--- src/hdl/smr_pkg.sv ---
// constants, field layout and register map of the mode register write controller
package smr_pkg;

    // clock and timing
    localparam int CLK_PERIOD_NS = 10;
    localparam int TWR_NS = 15;
    localparam int WR_CYCLES = (TWR_NS + CLK_PERIOD_NS - 1) / CLK_PERIOD_NS;
    localparam int WR_CODE_BIAS = 1;
    localparam logic [2:0] WR_CODE = 3'(WR_CYCLES - WR_CODE_BIAS);
    localparam int REGISTER_WRITE_CYCLE_TIME_CYCLES = 2;
    localparam int DLL_LOCK_CYCLES = 200;
    localparam int CNT_W = 8;
    localparam logic [CNT_W-1:0] REGISTER_WRITE_CYCLE_TIME_LOAD = CNT_W'(REGISTER_WRITE_CYCLE_TIME_CYCLES - 1);
    localparam logic [CNT_W-1:0] DLL_LOAD = CNT_W'(DLL_LOCK_CYCLES);

    // software register map
    localparam logic [7:0] ADDR_CMD = 8'h00;
    localparam logic [7:0] ADDR_MAIN = 8'h04;
    localparam logic [7:0] ADDR_EXT1 = 8'h08;
    localparam logic [7:0] ADDR_EXT2 = 8'h0c;
    localparam logic [7:0] ADDR_STATUS = 8'h10;

    // command register fields
    localparam int CMD_TGT_LSB = 0;
    localparam int CMD_CAL_BIT = 2;
    localparam int CMD_CODE_LSB = 3;

    // status register fields
    localparam int ST_BUSY_BIT = 0;
    localparam int ST_READ_OK_BIT = 1;
    localparam int ST_REFUSED_BIT = 2;
    localparam int ST_SREF_OK_BIT = 3;
    localparam int ST_PEND_EXIT_BIT = 4;

    // device register targets on the bank bits
    localparam logic [1:0] TGT_MAIN = 2'h0;
    localparam logic [1:0] TGT_EXT1 = 2'h1;
    localparam logic [1:0] TGT_EXT2 = 2'h2;
    localparam logic [1:0] TGT_EXT3 = 2'h3;

    // address field layout
    localparam int ADDR_W = 13;
    localparam int BL_LSB = 0;
    localparam int TEST_BIT = 7;
    localparam int DLL_RESET_BIT = 8;
    localparam int WR_LSB = 9;
    localparam int AL_LSB = 3;
    localparam int CAL_LSB = 7;
    localparam int HOT_BIT = 7;
    localparam logic [2:0] BL_FOUR = 3'h2;
    localparam logic [2:0] BL_EIGHT = 3'h3;

    // software writable bits of the main and ext1 shadows
    localparam logic [ADDR_W-1:0] MAIN_SW_MASK = 13'h017f;
    localparam logic [ADDR_W-1:0] EXT1_SW_MASK = 13'h0c7f;
    localparam logic [ADDR_W-1:0] MAIN_RESET = 13'h0032;
    localparam logic [ADDR_W-1:0] EXT1_RESET = 13'h0000;
    localparam logic [ADDR_W-1:0] ZERO_WORD = 13'h0000;

    // driver calibration codes
    localparam logic [2:0] CAL_EXIT = 3'h0;
    localparam logic [2:0] CAL_DRIVE_HIGH = 3'h1;
    localparam logic [2:0] CAL_DRIVE_LOW = 3'h2;
    localparam logic [2:0] CAL_ADJUST = 3'h4;
    localparam logic [2:0] CAL_DEFAULT = 3'h7;

    typedef enum logic {
        ST_IDLE = 1'b0,
        ST_WAIT = 1'b1
    } smr_state_e;

endpackage

--- src/hdl/smr_wait_cnt.sv ---
// loadable down counter that reports when it has run out
`timescale 1ns/100ps
module smr_wait_cnt #(
    parameter int W = 8
) (
    // clock and reset
    input wire logic clk,
    input wire logic rstn,
    // control
    input wire logic load,
    input wire logic [W-1:0] loadValue,
    // state
    output logic [W-1:0] value,
    output logic done
);

    logic [W-1:0] cnt_q;

    always_ff @(posedge clk or negedge rstn) begin
        if (!rstn) begin
            cnt_q <= '0;
        end else if (load) begin
            cnt_q <= loadValue;
        end else if (cnt_q != '0) begin
            cnt_q <= cnt_q - 1'b1;
        end
    end

    assign value = cnt_q;
    assign done = (cnt_q == '0);

endmodule // smr_wait_cnt

--- src/hdl/smr_ctrl.sv ---
// controller that programs the mode and extended mode registers of a ddr2 memory
`timescale 1ns/100ps
module smr_ctrl (
    // clock and reset
    input wire logic clk,
    input wire logic rstn,
    // software register port
    input wire logic [7:0] regAddr,
    input wire logic [31:0] regWrData,
    input wire logic regWr,
    input wire logic regRd,
    output logic [31:0] regRdData,
    // memory controller status
    input wire logic banksPrecharged,
    input wire logic clkEnHigh,
    input wire logic hotCase,
    input wire logic selfRefreshExit,
    output logic readAllowed,
    output logic selfRefreshOk,
    // memory command pins
    output logic ddrCsN,
    output logic ddrRasN,
    output logic ddrCasN,
    output logic ddrWeN,
    output logic [1:0] ddrBa,
    output logic [12:0] ddrAddr
);

    smr_pkg::smr_state_e state_q;
    logic [smr_pkg::ADDR_W-1:0] mainCfg_q;
    logic [smr_pkg::ADDR_W-1:0] ext1Cfg_q;
    logic ext2Hot_q;
    logic ext2HotSent_q;
    logic pendExit_q;
    logic refused_q;
    logic [31:0] rdData_q;
    logic csN_q;
    logic [1:0] ba_q;
    logic [smr_pkg::ADDR_W-1:0] addr_q;

    logic cmdWr;
    logic [1:0] cmdTgt;
    logic cmdCal;
    logic [2:0] cmdCode;
    logic codeOk;
    logic refuse;
    logic accept;
    logic waitDone;
    logic exitIssue;
    logic issue;
    logic dllLoad;
    logic dllDone;
    logic [smr_pkg::ADDR_W-1:0] newWord;
    logic [smr_pkg::ADDR_W-1:0] exitWord;
    logic [smr_pkg::ADDR_W-1:0] wrField;
    logic [smr_pkg::ADDR_W-1:0] calField;
    logic [smr_pkg::ADDR_W-1:0] hotField;

    // command decode
    assign cmdWr = regWr && (regAddr == smr_pkg::ADDR_CMD);
    assign cmdTgt = regWrData[smr_pkg::CMD_TGT_LSB +: 2];
    assign cmdCal = regWrData[smr_pkg::CMD_CAL_BIT];
    assign cmdCode = regWrData[smr_pkg::CMD_CODE_LSB +: 3];

    // exit is issued by hardware itself, so software may not ask for it
    assign codeOk = (cmdCode == smr_pkg::CAL_DRIVE_HIGH)
        || (cmdCode == smr_pkg::CAL_DRIVE_LOW)
        || (cmdCode == smr_pkg::CAL_ADJUST) || (cmdCode == smr_pkg::CAL_DEFAULT);

    // refuse while busy, with open banks or clock enable low
    assign refuse = (state_q != smr_pkg::ST_IDLE)
        || !banksPrecharged || !clkEnHigh
        || (cmdCal && (cmdTgt != smr_pkg::TGT_EXT1 || !codeOk))
        || (cmdCal && cmdCode == smr_pkg::CAL_ADJUST
            && mainCfg_q[smr_pkg::BL_LSB +: 3] != smr_pkg::BL_FOUR);
    assign accept = cmdWr && !refuse;

    // register_write_cycle_time spacing between any two commands
    smr_wait_cnt #(
        .W(smr_pkg::CNT_W)
    ) u_mrd_cnt (
        .clk(clk),
        .rstn(rstn),
        .load(issue),
        .loadValue(smr_pkg::REGISTER_WRITE_CYCLE_TIME_LOAD),
        .value(),
        .done(waitDone)
    );

    assign exitIssue = (state_q == smr_pkg::ST_WAIT) && waitDone && pendExit_q;
    assign issue = accept || exitIssue;

    // address words of each target
    assign wrField = smr_pkg::ADDR_W'(smr_pkg::WR_CODE) << smr_pkg::WR_LSB;
    assign calField = smr_pkg::ADDR_W'(cmdCode) << smr_pkg::CAL_LSB;
    assign hotField = smr_pkg::ADDR_W'(ext2Hot_q) << smr_pkg::HOT_BIT;
    // shadow never holds calibration bits, so exit reuses it with latency intact
    assign exitWord = ext1Cfg_q;

    always_comb begin
        newWord = smr_pkg::ZERO_WORD;
        unique case (cmdTgt)
            smr_pkg::TGT_MAIN: newWord = mainCfg_q | wrField;
            smr_pkg::TGT_EXT1: newWord = cmdCal ? (ext1Cfg_q | calField) : ext1Cfg_q;
            smr_pkg::TGT_EXT2: newWord = hotField;
            smr_pkg::TGT_EXT3: newWord = smr_pkg::ZERO_WORD;
        endcase
    end

    // sequencer
    always_ff @(posedge clk or negedge rstn) begin
        if (!rstn) begin
            state_q <= smr_pkg::ST_IDLE;
        end else begin
            unique case (state_q)
                smr_pkg::ST_IDLE: begin
                    if (accept) begin
                        state_q <= smr_pkg::ST_WAIT;
                    end
                end
                smr_pkg::ST_WAIT: begin
                    if (waitDone && !pendExit_q) begin
                        state_q <= smr_pkg::ST_IDLE;
                    end
                end
            endcase
        end
    end

    // calibration exit owed after a calibration mode command
    always_ff @(posedge clk or negedge rstn) begin
        if (!rstn) begin
            pendExit_q <= 1'b0;
        end else if (accept && cmdCal) begin
            pendExit_q <= 1'b1;
        end else if (exitIssue) begin
            pendExit_q <= 1'b0;
        end
    end

    // command pins, one cycle per command, deselect otherwise
    always_ff @(posedge clk or negedge rstn) begin
        if (!rstn) begin
            csN_q <= 1'b1;
            ba_q <= smr_pkg::TGT_MAIN;
            addr_q <= smr_pkg::ZERO_WORD;
        end else if (accept) begin
            csN_q <= 1'b0;
            ba_q <= cmdTgt; // and
            addr_q <= newWord;
        end else if (exitIssue) begin
            csN_q <= 1'b0;
            ba_q <= smr_pkg::TGT_EXT1;
            addr_q <= exitWord;
        end else begin
            csN_q <= 1'b1;
            ba_q <= smr_pkg::TGT_MAIN;
            addr_q <= smr_pkg::ZERO_WORD;
        end
    end

    assign ddrCsN = csN_q;
    assign ddrRasN = csN_q;
    assign ddrCasN = csN_q;
    assign ddrWeN = csN_q;
    assign ddrBa = ba_q;
    assign ddrAddr = addr_q;

    // software shadows; test and recovery bits are not software's to set
    always_ff @(posedge clk or negedge rstn) begin
        if (!rstn) begin
            mainCfg_q <= smr_pkg::MAIN_RESET;
            ext1Cfg_q <= smr_pkg::EXT1_RESET;
            ext2Hot_q <= 1'b0;
        end else if (regWr) begin
            if (regAddr == smr_pkg::ADDR_MAIN) begin
                mainCfg_q <= regWrData[smr_pkg::ADDR_W-1:0] & smr_pkg::MAIN_SW_MASK;
            end
            if (regAddr == smr_pkg::ADDR_EXT1) begin
                ext1Cfg_q <= regWrData[smr_pkg::ADDR_W-1:0] & smr_pkg::EXT1_SW_MASK;
            end
            if (regAddr == smr_pkg::ADDR_EXT2) begin
                ext2Hot_q <= regWrData[smr_pkg::HOT_BIT];
            end
        end
    end

    // hot case self refresh needs the fast rate already sent
    always_ff @(posedge clk or negedge rstn) begin
        if (!rstn) begin
            ext2HotSent_q <= 1'b0;
        end else if (accept && cmdTgt == smr_pkg::TGT_EXT2) begin
            ext2HotSent_q <= ext2Hot_q;
        end
    end

    assign selfRefreshOk = !hotCase || ext2HotSent_q;

    // refused command flag, cleared by the next accepted command
    always_ff @(posedge clk or negedge rstn) begin
        if (!rstn) begin
            refused_q <= 1'b0;
        end else if (cmdWr && refuse) begin
            refused_q <= 1'b1;
        end else if (accept) begin
            refused_q <= 1'b0;
        end
    end

    // dll relock wait; self refresh exit resets the dll on the device too
    assign dllLoad = (accept && cmdTgt == smr_pkg::TGT_MAIN
        && mainCfg_q[smr_pkg::DLL_RESET_BIT]) || selfRefreshExit;

    smr_wait_cnt #(
        .W(smr_pkg::CNT_W)
    ) u_dll_cnt (
        .clk(clk),
        .rstn(rstn),
        .load(dllLoad),
        .loadValue(smr_pkg::DLL_LOAD),
        .value(),
        .done(dllDone)
    );

    assign readAllowed = dllDone;

    // read data, valid the cycle after the strobe only
    always_ff @(posedge clk or negedge rstn) begin
        if (!rstn) begin
            rdData_q <= 32'h0000_0000;
        end else if (regRd) begin
            rdData_q <= 32'h0000_0000;
            unique case (regAddr)
                smr_pkg::ADDR_MAIN: rdData_q[smr_pkg::ADDR_W-1:0] <= mainCfg_q;
                smr_pkg::ADDR_EXT1: rdData_q[smr_pkg::ADDR_W-1:0] <= ext1Cfg_q;
                smr_pkg::ADDR_EXT2: rdData_q[smr_pkg::HOT_BIT] <= ext2Hot_q;
                smr_pkg::ADDR_STATUS: begin
                    rdData_q[smr_pkg::ST_BUSY_BIT] <= (state_q != smr_pkg::ST_IDLE);
                    rdData_q[smr_pkg::ST_READ_OK_BIT] <= dllDone;
                    rdData_q[smr_pkg::ST_REFUSED_BIT] <= refused_q;
                    rdData_q[smr_pkg::ST_SREF_OK_BIT] <= selfRefreshOk;
                    rdData_q[smr_pkg::ST_PEND_EXIT_BIT] <= pendExit_q;
                end
                default: rdData_q <= 32'h0000_0000;
            endcase
        end else begin
            rdData_q <= 32'h0000_0000;
        end
    end

    assign regRdData = rdData_q;

    // checks on the command pins
    logic cmdOnPins;
    logic [2:0] pinCal;
    assign cmdOnPins = !ddrCsN && !ddrRasN && !ddrCasN && !ddrWeN;
    assign pinCal = ddrAddr[smr_pkg::CAL_LSB +: 3];

    property p_test_low;
        @(posedge clk) disable iff (!rstn)
        (cmdOnPins && ddrBa == smr_pkg::TGT_MAIN) |-> !ddrAddr[smr_pkg::TEST_BIT];
    endproperty
    a_test_low: assert property (p_test_low) else $error("test bit high in main write");
    property p_wr_code;
        @(posedge clk) disable iff (!rstn)
        (cmdOnPins && ddrBa == smr_pkg::TGT_MAIN)
            |-> ddrAddr[smr_pkg::WR_LSB +: 3] == smr_pkg::WR_CODE;
    endproperty
    a_wr_code: assert property (p_wr_code) else $error("wrong write recovery code");
    property p_cmd_pulse;
        @(posedge clk) disable iff (!rstn)
        $fell(ddrCsN) |-> (!ddrRasN && !ddrCasN && !ddrWeN) ##1 (ddrCsN && ddrBa == 2'h0);
    endproperty
    a_cmd_pulse: assert property (p_cmd_pulse) else $error("command not one cycle");
    property p_main_target;
        @(posedge clk) disable iff (!rstn)
        (accept && cmdTgt == smr_pkg::TGT_MAIN) |=> (cmdOnPins && ddrBa == smr_pkg::TGT_MAIN);
    endproperty
    a_main_target: assert property (p_main_target) else $error("main write not on pins");
    property p_spacing;
        @(posedge clk) disable iff (!rstn)
        cmdOnPins |=> !cmdOnPins;
    endproperty
    a_spacing: assert property (p_spacing) else $error("commands closer than cycle time");
    property p_precond;
        @(posedge clk) disable iff (!rstn)
        (cmdOnPins && ddrBa != smr_pkg::TGT_MAIN && !$past(exitIssue))
            |-> $past(banksPrecharged) && $past(clkEnHigh);
    endproperty
    a_precond: assert property (p_precond) else $error("extended write with open banks");
    property p_dll_wait;
        @(posedge clk) disable iff (!rstn)
        (cmdOnPins && ddrBa == smr_pkg::TGT_MAIN && ddrAddr[smr_pkg::DLL_RESET_BIT])
            |-> !readAllowed [*8];
    endproperty
    a_dll_wait: assert property (p_dll_wait) else $error("read allowed during dll relock");

    property p_ext2_zero;
        @(posedge clk) disable iff (!rstn)
        (cmdOnPins && ddrBa == smr_pkg::TGT_EXT2)
            |-> (ddrAddr & ~(smr_pkg::ADDR_W'(1) << smr_pkg::HOT_BIT)) == smr_pkg::ZERO_WORD;
    endproperty
    a_ext2_zero: assert property (p_ext2_zero) else $error("ext two reserved bit set");

    property p_hot;
        @(posedge clk) disable iff (!rstn)
        (cmdOnPins && ddrBa == smr_pkg::TGT_EXT2) |-> ext2HotSent_q == ddrAddr[smr_pkg::HOT_BIT];
    endproperty
    a_hot: assert property (p_hot) else $error("self refresh allowed at slow rate");

    property p_ext3_zero;
        @(posedge clk) disable iff (!rstn)
        (cmdOnPins && ddrBa == smr_pkg::TGT_EXT3) |-> ddrAddr == smr_pkg::ZERO_WORD;
    endproperty
    a_ext3_zero: assert property (p_ext3_zero) else $error("ext three not zero");

    property p_cal_exit;
        @(posedge clk) disable iff (!rstn)
        (cmdOnPins && ddrBa == smr_pkg::TGT_EXT1 && pinCal != smr_pkg::CAL_EXIT)
            |-> ##2 (cmdOnPins && ddrBa == smr_pkg::TGT_EXT1 && pinCal == smr_pkg::CAL_EXIT);
    endproperty
    a_cal_exit: assert property (p_cal_exit) else $error("calibration exit missing");

    property p_adjust_bl4;
        @(posedge clk) disable iff (!rstn)
        (cmdOnPins && ddrBa == smr_pkg::TGT_EXT1 && pinCal == smr_pkg::CAL_ADJUST)
            |-> mainCfg_q[smr_pkg::BL_LSB +: 3] == smr_pkg::BL_FOUR;
    endproperty
    a_adjust_bl4: assert property (p_adjust_bl4) else $error("adjust without burst four");

    property p_plain_ext1;
        @(posedge clk) disable iff (!rstn)
        (cmdOnPins && ddrBa == smr_pkg::TGT_EXT1 && pinCal != smr_pkg::CAL_EXIT)
            |-> $past(accept) && $past(cmdCal);
    endproperty
    a_plain_ext1: assert property (p_plain_ext1) else $error("calibration code in plain write");

    property p_al_kept;
        @(posedge clk) disable iff (!rstn)
        (cmdOnPins && ddrBa == smr_pkg::TGT_EXT1)
            |-> ddrAddr[smr_pkg::AL_LSB +: 3] == ext1Cfg_q[smr_pkg::AL_LSB +: 3];
    endproperty
    a_al_kept: assert property (p_al_kept) else $error("additive latency changed");

endmodule // smr_ctrl

--- config.mk ---
export PLATFORM = sky130hd
export DESIGN_NAME = smr_ctrl
export DESIGN_NICKNAME = d
export VERILOG_FILES = /design/src/hdl/smr_pkg.sv /design/src/hdl/smr_wait_cnt.sv /design/src/hdl/smr_ctrl.sv
export SDC_FILE = /design/constraint.sdc
export NUM_CORES = 1
export LEC_CHECK = 0
export ABC_AREA = 1
export BUFFER_PORTS_ARGS = -buffer_cell sky130_fd_sc_hd__buf_4
export CAP_MARGIN = 40
export CORE_MARGIN = 4
export CORE_UTILIZATION = 51
export DETAILED_ROUTE_END_ITERATION = 10
export HOLD_SLACK_MARGIN = 0.08
export PLACE_DENSITY = 0.77
export SLEW_MARGIN = 5
export SYNTH_ARGS = -nofsm -noshare
export SYNTH_HDL_FRONTEND = slang
export SYNTH_SLANG_ARGS = --single-unit
--- constraint.sdc ---
create_clock -name clk -period 1.7 [get_ports clk]
set_input_delay 0.34 -clock clk [delete_from_list [all_inputs] [get_ports clk]]
set_output_delay 0.34 -clock clk [all_outputs]
set_load 0.05 [all_outputs]
Word level (Yosys, flattened, before mapping)
Index checks and enable logic that the tools add are counted.
Storage, ports and cells
  register bits: 86
  bits in latches: 0
  memory bits (writable): 0
  bits in read-only memories: 0
  output and inout bits: 53
  memories: 0
Cells by class
  add/sub/neg operators: 2
  $mul: 0
  divide/modulo/power cells: 0
  order comparisons: 0
  equality and inequality tests: 13
  shift operators: 0
  muxes and demuxes: 24
  bitwise operators: 2
  reductions and logical operators: 43
Operator list (number)
  13-bit one-hot mux with 4 select lines: 1
  8-bit 2-to-1 mux: 4
  13-bit 2-to-1 mux: 2
  8-bit logical NOT: 3
  12-bit 2-to-1 mux: 2
  8-bit by 4-bit equality test with 1-bit output, second input constant: 2
  8-bit nonzero test: 2
  8-bit by 1-bit subtractor with 8-bit output, second input constant: 2
  5-bit one-hot mux with 3 select lines: 1
  1-bit logical AND: 13
  12-bit by 10-bit OR with 12-bit output: 1
  1-bit logical OR: 11
  1-bit 2-to-1 mux: 10
  8-bit by 3-bit equality test with 1-bit output, second input constant: 1
  8-bit by 5-bit equality test with 1-bit output, second input constant: 1
  4-bit one-hot mux with 2 select lines: 1
  2-bit nonzero test: 4
  3-bit equality test, second input constant: 2
  1-bit logical NOT: 6
  2-bit AND reduction: 3
  2-bit equality test, second input constant: 2
  2-bit one-hot mux with 2 select lines: 1
  3-bit by 1-bit equality test with 1-bit output, second input constant: 1
  3-bit by 2-bit equality test with 1-bit output, second input constant: 1
  7 further kinds: 7

Longest topological paths before layout
Gate-level depths: netlist of run 1.
  word-level depth: 15
  gate-level depth with buffers: 12
  depth with buffers taken out: 11

Modules after synthesis
A second synthesis of run 1 with hierarchy kept.
Unflattened totals
  cells, all modules: 422
  area total of the unflattened synthesis: 3544.6 um2
By module, submodules not included
  smr_ctrl: instances 1, cells an instance 280, area each 2499.9 um2, sequential area each 1206.2 um2
  smr_wait_cnt at u_mrd_cnt: instances 1, cells an instance 71, area each 531.8 um2, sequential area each 200.2 um2
  smr_wait_cnt at u_dll_cnt: instances 1, cells an instance 71, area each 513.0 um2, sequential area each 200.2 um2

Worst setup path after synthesis of run 1
Ideal clock, no wire load.
  path type: reg2reg
  from: register u_dll_cnt.cnt_q[0], in the netlist u_dll_cnt.value[0]
  to: register u_dll_cnt.cnt_q[7], in the netlist u_dll_cnt.value[7]
  library setup time: 0.130 ns
  arrival time: 1.652 ns
  data required time: 1.570 ns
  slack: -0.083 ns
  cell stages (with the launch flop): 10
  buffers on the path: 0
  period minus slack after synthesis: 1.783 ns
  path through: dfrtp_1 -> inv_1 -> ha_1 -> nand2_1 -> nor2_2 -> nor2_1 -> nand3_1 -> nand2_1 -> nand2_1 -> nand3_1
Between the ends
  word-level cells in the longest chain between the ends: 3
  elaborated cells between the ends (all ways): 5
  those cells by class: 1 x add/sub; 2 x mux; 2 x reduce/logical
Ends and longest elaborated chain
  start, declared: line smr_wait_cnt.sv:17  | logic [W-1:0] cnt_q;
  start signal, assigned: line smr_wait_cnt.sv:23  | cnt_q <= loadValue;
  start signal, assigned: line smr_wait_cnt.sv:25  | cnt_q <= cnt_q - 1'b1;
  8-bit by 1-bit subtractor with 8-bit output: line smr_wait_cnt.sv:25
  8-bit 2-to-1 mux: line smr_wait_cnt.sv:24  | end else if (cnt_q != '0) begin
  8-bit 2-to-1 mux: line smr_wait_cnt.sv:22  | end else if (load) begin
Several ways; a longest one is shown, not always the timed one. The select of a mux whose other input is x is not followed.
A chain may end at the register's enable or synchronous reset.

Final worst setup path of run 1
  from: register u_dll_cnt.cnt_q[0], in the netlist u_dll_cnt.value[0]
  to: output readAllowed
Between the ends
  word-level cells in the longest chain between the ends: 1
Ends and longest elaborated chain
  8-bit logical NOT: line smr_wait_cnt.sv:30  | assign done = (cnt_q == '0);
  end, declared: line smr_ctrl.sv:18  | output logic readAllowed,
Every way passes these cells.

==> impl_metrics.ini, run 1 <==
[drt]
drtIter0Drc = 168
vias = 2585
drcViolationCount = 0
firstDrtPassIters = 5
routed_wl_microns = 7000
detail-route-antenna-nets = 0
avgRoutedWirePerCell_microns = 13.5
wl_met3_microns = 444
highest_layer = met4
wl_met1_microns = 2870
dr_wl_met2_microns = 3570
routed_via_density = 4.97

[flow_run]
cap_violations = 0

[floorplan]
io_pins = 101
die_h_microns = 87
num_rows = 28
start_util_pct = 53.1
die_x_microns = 87
coreArea_sq_mm = 0.00599
die-area_sq_mm = 0.00757

[finish]
final_nets = 491
antenna_cells = 0
area_growth_pct = 24.0
fin_util_pct = 65.9
drive_above_1_share_pct = 28.1
mostFrequentLayoutCell = nand2_1
finalNonFillerCells = 520
final_cell_mix = nand2_1, buf_4, dfrtp_1

[synthesis]
synth.largest_area_cell = dfrtp_1
yosys.area_share.simple_pct = 28.0
ys_types = 36
synth_top_family_by_area = simple AND/OR/NAND/NOR gates
syn_area_per_cell_sq_um = 8.70
syn_inst = 366
synth_compound_area_share_pct = 5.35
synth_top_area_share_pct = 47.2
yosys_warnings = 0
synth_fa_ha_area_share_pct = 1.18
ys_top_cells_by_area = dfrtp_1, nand2_1, buf_4, inv_1, nor2_1
synth-xor-area-share_pct = 2.48
synth_seq_area_share_pct = 50.5
synth_area_sq_mm = 0.00318
synth-seq-cells = 64
synthMuxAreaShare_pct = 0

[global_routing]
grt_pass1_vias = 2490
grt_overflow = 0
grt_antenna_before_repair = 0
grt_first_pass_wirelength_microns = 11100
grt_use_total_pct = 19.1
grt_max_degree = 39

[setup_path]
cp.required_ns = 1.36
end_kind = output port
arrival_ns = 1.34
r2r-start = u_mrd_cnt.value[1]
crit_fanout = 3
startpoint_type = flop
timing.rr.end = ddrAddr[5]
rr_worst_depth = 11
path_class = flop to output port
rrSetupSlack_ns = 0.08

[timing]
hold_violations = 0
setup_violations = 0
fin_skew_ns = 0.00621
max_freq_ghz = 0.597
fin_crit_sh_pct = 98.5
fin_setup_tns_ns = 0
drv_slew = 0
fin_crit_ns = 1.68
whs_ns = 0.204

[pwr]
p_sw_share_pct = 30.1
clkPwrFrac_pct = 33.8
powerDensity_mw_per_mm2 = 991
comb_power_share_pct = 20.6
report.power.total_uw = 3910
seqPwrFrac_pct = 45.6
p_int_uw = 2740
p_sw_uw = 1180
ir_worst_vdd_mv = 0.572
p_leak_uw = 0.00214

[cts]
clkTransAtPathRegs_ns = 0.07
cts.sinks = 64
clock_latency_ns = 0.34
tritoncts = yes
htree_levels = 3
clock_tree.root_cell = clkbuf_8
numCtsBuffers = 9
ctsLongestPathBuffers = 2

[worst_hold_path]
hp-start = regWrData[0]
hp-class = input port to flop
whs_path_depth = 2
hold_end = ddrAddr[9]

[placed_design]
place_inst = 497
place.gp.congestion = 0.818
io_buffers = 57
dp_hpwl_microns = 4990

[status]
status = completed
final cells by class:
class | count | area (sq um)
Fill cell | 491 | 2040
Sequential cell | 64 | 1610
Multi-Input combinational cell | 248 | 1320
Timing Repair Buffer | 71 | 559
Inverter | 46 | 173
Clock buffer | 13 | 159
Tap cell | 75 | 93.8
Clock inverter | 3 | 40.0
worst max-delay path, stage by stage, from the launching register on:
cell     delay (ns)
dfrtp_1        0.41
inv_2          0.10
ha_4           0.15
nand2_4        0.05
nor2_4         0.12
buf_6          0.16
flip-flops by register name, summed over array words and instances (netlist names), 2 cells and up:
signal and flops:
u_mrd_cnt.value 8, mainCfg_q 8, u_dll_cnt.value 8, ddrAddr 12, regRdData 11, exitWord 9
ddrBa 2
logic make-up after synthesis:
group,Yosys count
AO/OA/AOI/OAI,31
flip-flops,64
other,1
buffers and inverters,75
XOR/XNOR,9
AND/OR/NAND/NOR,183
adder cells (fa/ha/maj),3
what timing repair did:
action / in CTS / in global routing
endpoints found under the hold margin: 24 / 0
hold buffers: 1 / 0
pin swaps: 1 / 4
resized for setup: 3 / 16
endpoints found under the setup margin: 2 / 21
buffers inserted: 1 / 5
cloned: 0 / 0
worst max path at each step:
stage                       start                 end  slack [ns]  cells after the start
3_5_place_dp   u_mrd_cnt.value[0]            ddrBa[0]        0.02                     10
4_1_cts        u_dll_cnt.value[0]         readAllowed       0.008                      5
6_report       u_dll_cnt.value[0]         readAllowed        0.02                      5
3_3_place_gp           regAddr[7]  u_dll_cnt.value[4]        0.08                      9
5_1_grt        u_dll_cnt.value[0]         readAllowed       -0.02                      5
2_1_floorplan  u_mrd_cnt.value[0]          ddrAddr[4]        0.12                     11
per-stage QoR:
stage / setup slack, ns / cell area, sq um
global route: -0.0188 / 3950
detailed placement: 0.0186 / 3630
CTS: 0.00817 / 3860
global placement: 0.0780 / 3630
floorplan: 0.122 / 3270
finish: 0.0248 / 3950
routing by layer:
layer	GRT usage [%]	vias to the layer above
met2	31.5	90
met5	0	-
met4	9.49	0
li1	-	1259
met3	3.41	9
met1	24.2	1227
synthesized netlist by cell type, drive strengths merged:
cell / instances
nand2: 88
and3: 2
dfrtp: 60
o211ai: 3
a21oi: 7
nor3: 10
a22oi: 1
o22ai: 1
or2: 1
a211oi: 1
a31oi: 1
nand4: 5
nor2: 46
dfstp: 4
nand3: 28
xor2: 7
nand3b: 3
o21ai: 17
ha: 3
conb: 1
inv: 46
xnor2: 2
buf: 29
power groups by stage:
stage	Clock, uW	Sequential [uW]	Combinational, uW
3_5_place_dp	0	1800	713
5_1_grt	1400	1800	898
6_report	1320	1780	806
4_1_cts	1340	1770	721
3_3_place_gp	0	1800	695
2_1_floorplan	0	1780	585
Note: power is estimated with default switching activity, not from simulation.
==> run 2, diff against run 1 <==
--- a/config.mk
+++ b/config.mk
@@ -9,11 +9,13 @@
 export BUFFER_PORTS_ARGS = -buffer_cell sky130_fd_sc_hd__buf_4
 export CAP_MARGIN = 40
 export CORE_MARGIN = 4
-export CORE_UTILIZATION = 51
+export CORE_UTILIZATION = 52
+export CTS_CLUSTER_SIZE = 8
 export DETAILED_ROUTE_END_ITERATION = 10
 export HOLD_SLACK_MARGIN = 0.08
 export PLACE_DENSITY = 0.77
 export SLEW_MARGIN = 5
 export SYNTH_ARGS = -nofsm -noshare
 export SYNTH_HDL_FRONTEND = slang
+export SYNTH_HIERARCHICAL = 1
 export SYNTH_SLANG_ARGS = --single-unit
==> impl_metrics.ini, run 2 <==
[synthesis]
synth_edf_count = 0
yosys_warnings = 6
ys_types = 33
synth_top_area_share_pct = 42.4
synth_most_common_cell = nand2_1
synthArstFlopShare_pct = 100
synth_seq_area_share_pct = 45.3
synthTopCellsByCount = nand2_1, dfrtp_1, inv_1
syn_inst = 422
synth_area_sq_mm = 0.00354
syn_area_per_cell_sq_um = 8.40
ys_top_cells_by_area = dfrtp_1, nand2_1, inv_1, buf_4, nor2_1
synth-seq-cells = 64
yosys_most_used_dff = dfrtp_1
synth.largest_area_cell = dfrtp_1

[setup_path]
path_class = flop to output port
arrival_ns = 1.31
slowest_delay_ns = 0.40
crit_slowest_cell = dfrtp_1
cp.buffers_inverters = 2
critPathTopFamily = flip-flops
startpoint_type = flop
cp.required_ns = 1.36
crit_fanout = 3
end_kind = output port
path_cells = inv_2 > ha_4 > nand2_4 > nor2_4 > buf_6

[cts]
ctsLongestPathBuffers = 2
numCtsBuffers = 9
cts.sinks = 64
htree_levels = 3
tritoncts = yes
clkTransAtPathRegs_ns = 0.07
clock_latency_ns = 0.33
clock_tree.root_cell = clkbuf_8

[placed_design]
dp_hpwl_microns = 5980
place.gp.congestion = 0.858
io_buffers = 57
dpl_cell_area_sq_mm = 0.00433

[finish]
final_nets = 594
nFillCells = 482
mostFrequentLayoutCell = buf_4
multi_input_area_sq_mm = 0.00169
drive_above_1_share_pct = 36.6
final_cell_mix = buf_4, nand2_1, dfrtp_1
area_growth_pct = 32.7
antenna_cells = 0
fin_area_sq_mm = 0.00470
largest_reg_flops = 12
fin_util_pct = 72.4
regArea_sq_mm = 0.00161

[drt]
vias = 3043
firstDrtPassIters = 4
drcViolationCount = 0
detail-route-antenna-nets = 0
drtIter0Drc = 155
routed_wl_microns = 7990
routed_via_density = 4.86
avgRoutedWirePerCell_microns = 12.8

[global_routing]
grt_pass1_vias = 2972
grt_use_total_pct = 20.1
grt_max_degree = 41
grt_overflow = 0
grt_antenna_before_repair = 0
grt_first_pass_wirelength_microns = 13500

[floorplan]
start_util_pct = 54.6
die_h_microns = 90.6
die-area_sq_mm = 0.00820
die_x_microns = 90.6
num_rows = 29
io_pins = 101
coreArea_sq_mm = 0.00649

[flow_run]
cap_violations = 0

[timing]
setup_violations = 0
fin_crit_ns = 1.65
hold_violations = 0
fin_crit_sh_pct = 96.8
max_freq_ghz = 0.607
drv_slew = 0
fin_skew_ns = 0.00587
whs_ns = 0.226
rsz0062_at_grt = true

[status]
status = completed

[pwr]
ir_worst_vdd_mv = 0.572
report.power.total_uw = 4550
p_leak_uw = 0.00260
powerDensity_mw_per_mm2 = 967

[worst_hold_path]
hp-class = input port to flop
run 2: final cells by class:
type	instances	area share, %
Multi-Input combinational cell	297	35.9
Sequential cell	64	34.1
Timing Repair Buffer	105	17.8
Inverter	67	5.45
Clock buffer	14	3.88
Tap cell	77	2.05
Clock inverter	2	0.745
run 2: final timing paths:
kind | from | end | slack [ns] | cells after the start
max in group asynchronous | rstn | mainCfg_q[5] | 0.66 | 3
max | u_dll_cnt/value[0] | readAllowed | 0.05 | 5
min reg2reg | ext2HotSent_q | ext2HotSent_q | 0.48 | 2
min in group asynchronous | rstn | u_mrd_cnt/value[7] | 0.45 | 2
max reg2reg | mainCfg_q[1] | u_dll_cnt/value[1] | 0.07 | 10
min | regWrData[6] | exitWord[6] | 0.23 | 3
run 2: kinds of logic (layout without fill, tap and decap cells):
group	after synthesis	after routing	share of synthesized area, %
and+or+nand+nor	189	189	26.6
buffers and inverters	97	188	13.6
AOI/OAI and AO/OA	64	64	12.5
DFF	64	64	45.3
xor gates and xnor gates	4	4	0.989
adders and majority gates	2	2	0.706
other	2	38	0.212
run 2: through the flow:
stage | setup slack [ns] | TNS [ns] | instances
final | 0.0538 | 0 | 626
after global routing | -0.0153 | -0.0338 | 626
after CTS | 0.0108 | 0 | 619
after detailed placement | -0.141 | -1.35 | 601
after global placement | -0.0746 | -0.377 | 601
after floorplan | 0.00933 | 0 | 458
run 2: worst register-to-register path: cells and delay by family, from the launching register on:
kind,cells,cell delay [ns]
AOI/OAI and AO/OA,2,0.10
buffers and inverters,1,0.12
and+or+nand+nor,7,0.75
DFF,1,0.54
run 2: repair_timing:
action | in CTS | in global routing
cloned | 0 | 0
setup endpoints to repair | 5 | 14
gates resized for setup | 6 | 18
endpoints found under the hold margin | 24 | 0
buffers inserted | 1 | 7
hold buffers | 1 | 0
pin swaps | 2 | 13
run 2: power by group:
group	leakage [uW]	switching [uW]	internal, uW
combinational	0.00171	777	522
clock	0.000113	551	836
sequential	0.000779	156	1710
run 2: per-layer routing:
layer,vias to the layer above,share of wire (%),GRT usage [%]
met5,-,0,0
met4,0,0.79,4.46
met2,76,54,36.1
met1,1445,41,23.7
met3,9,4.6,5.50
li1,1513,-,-
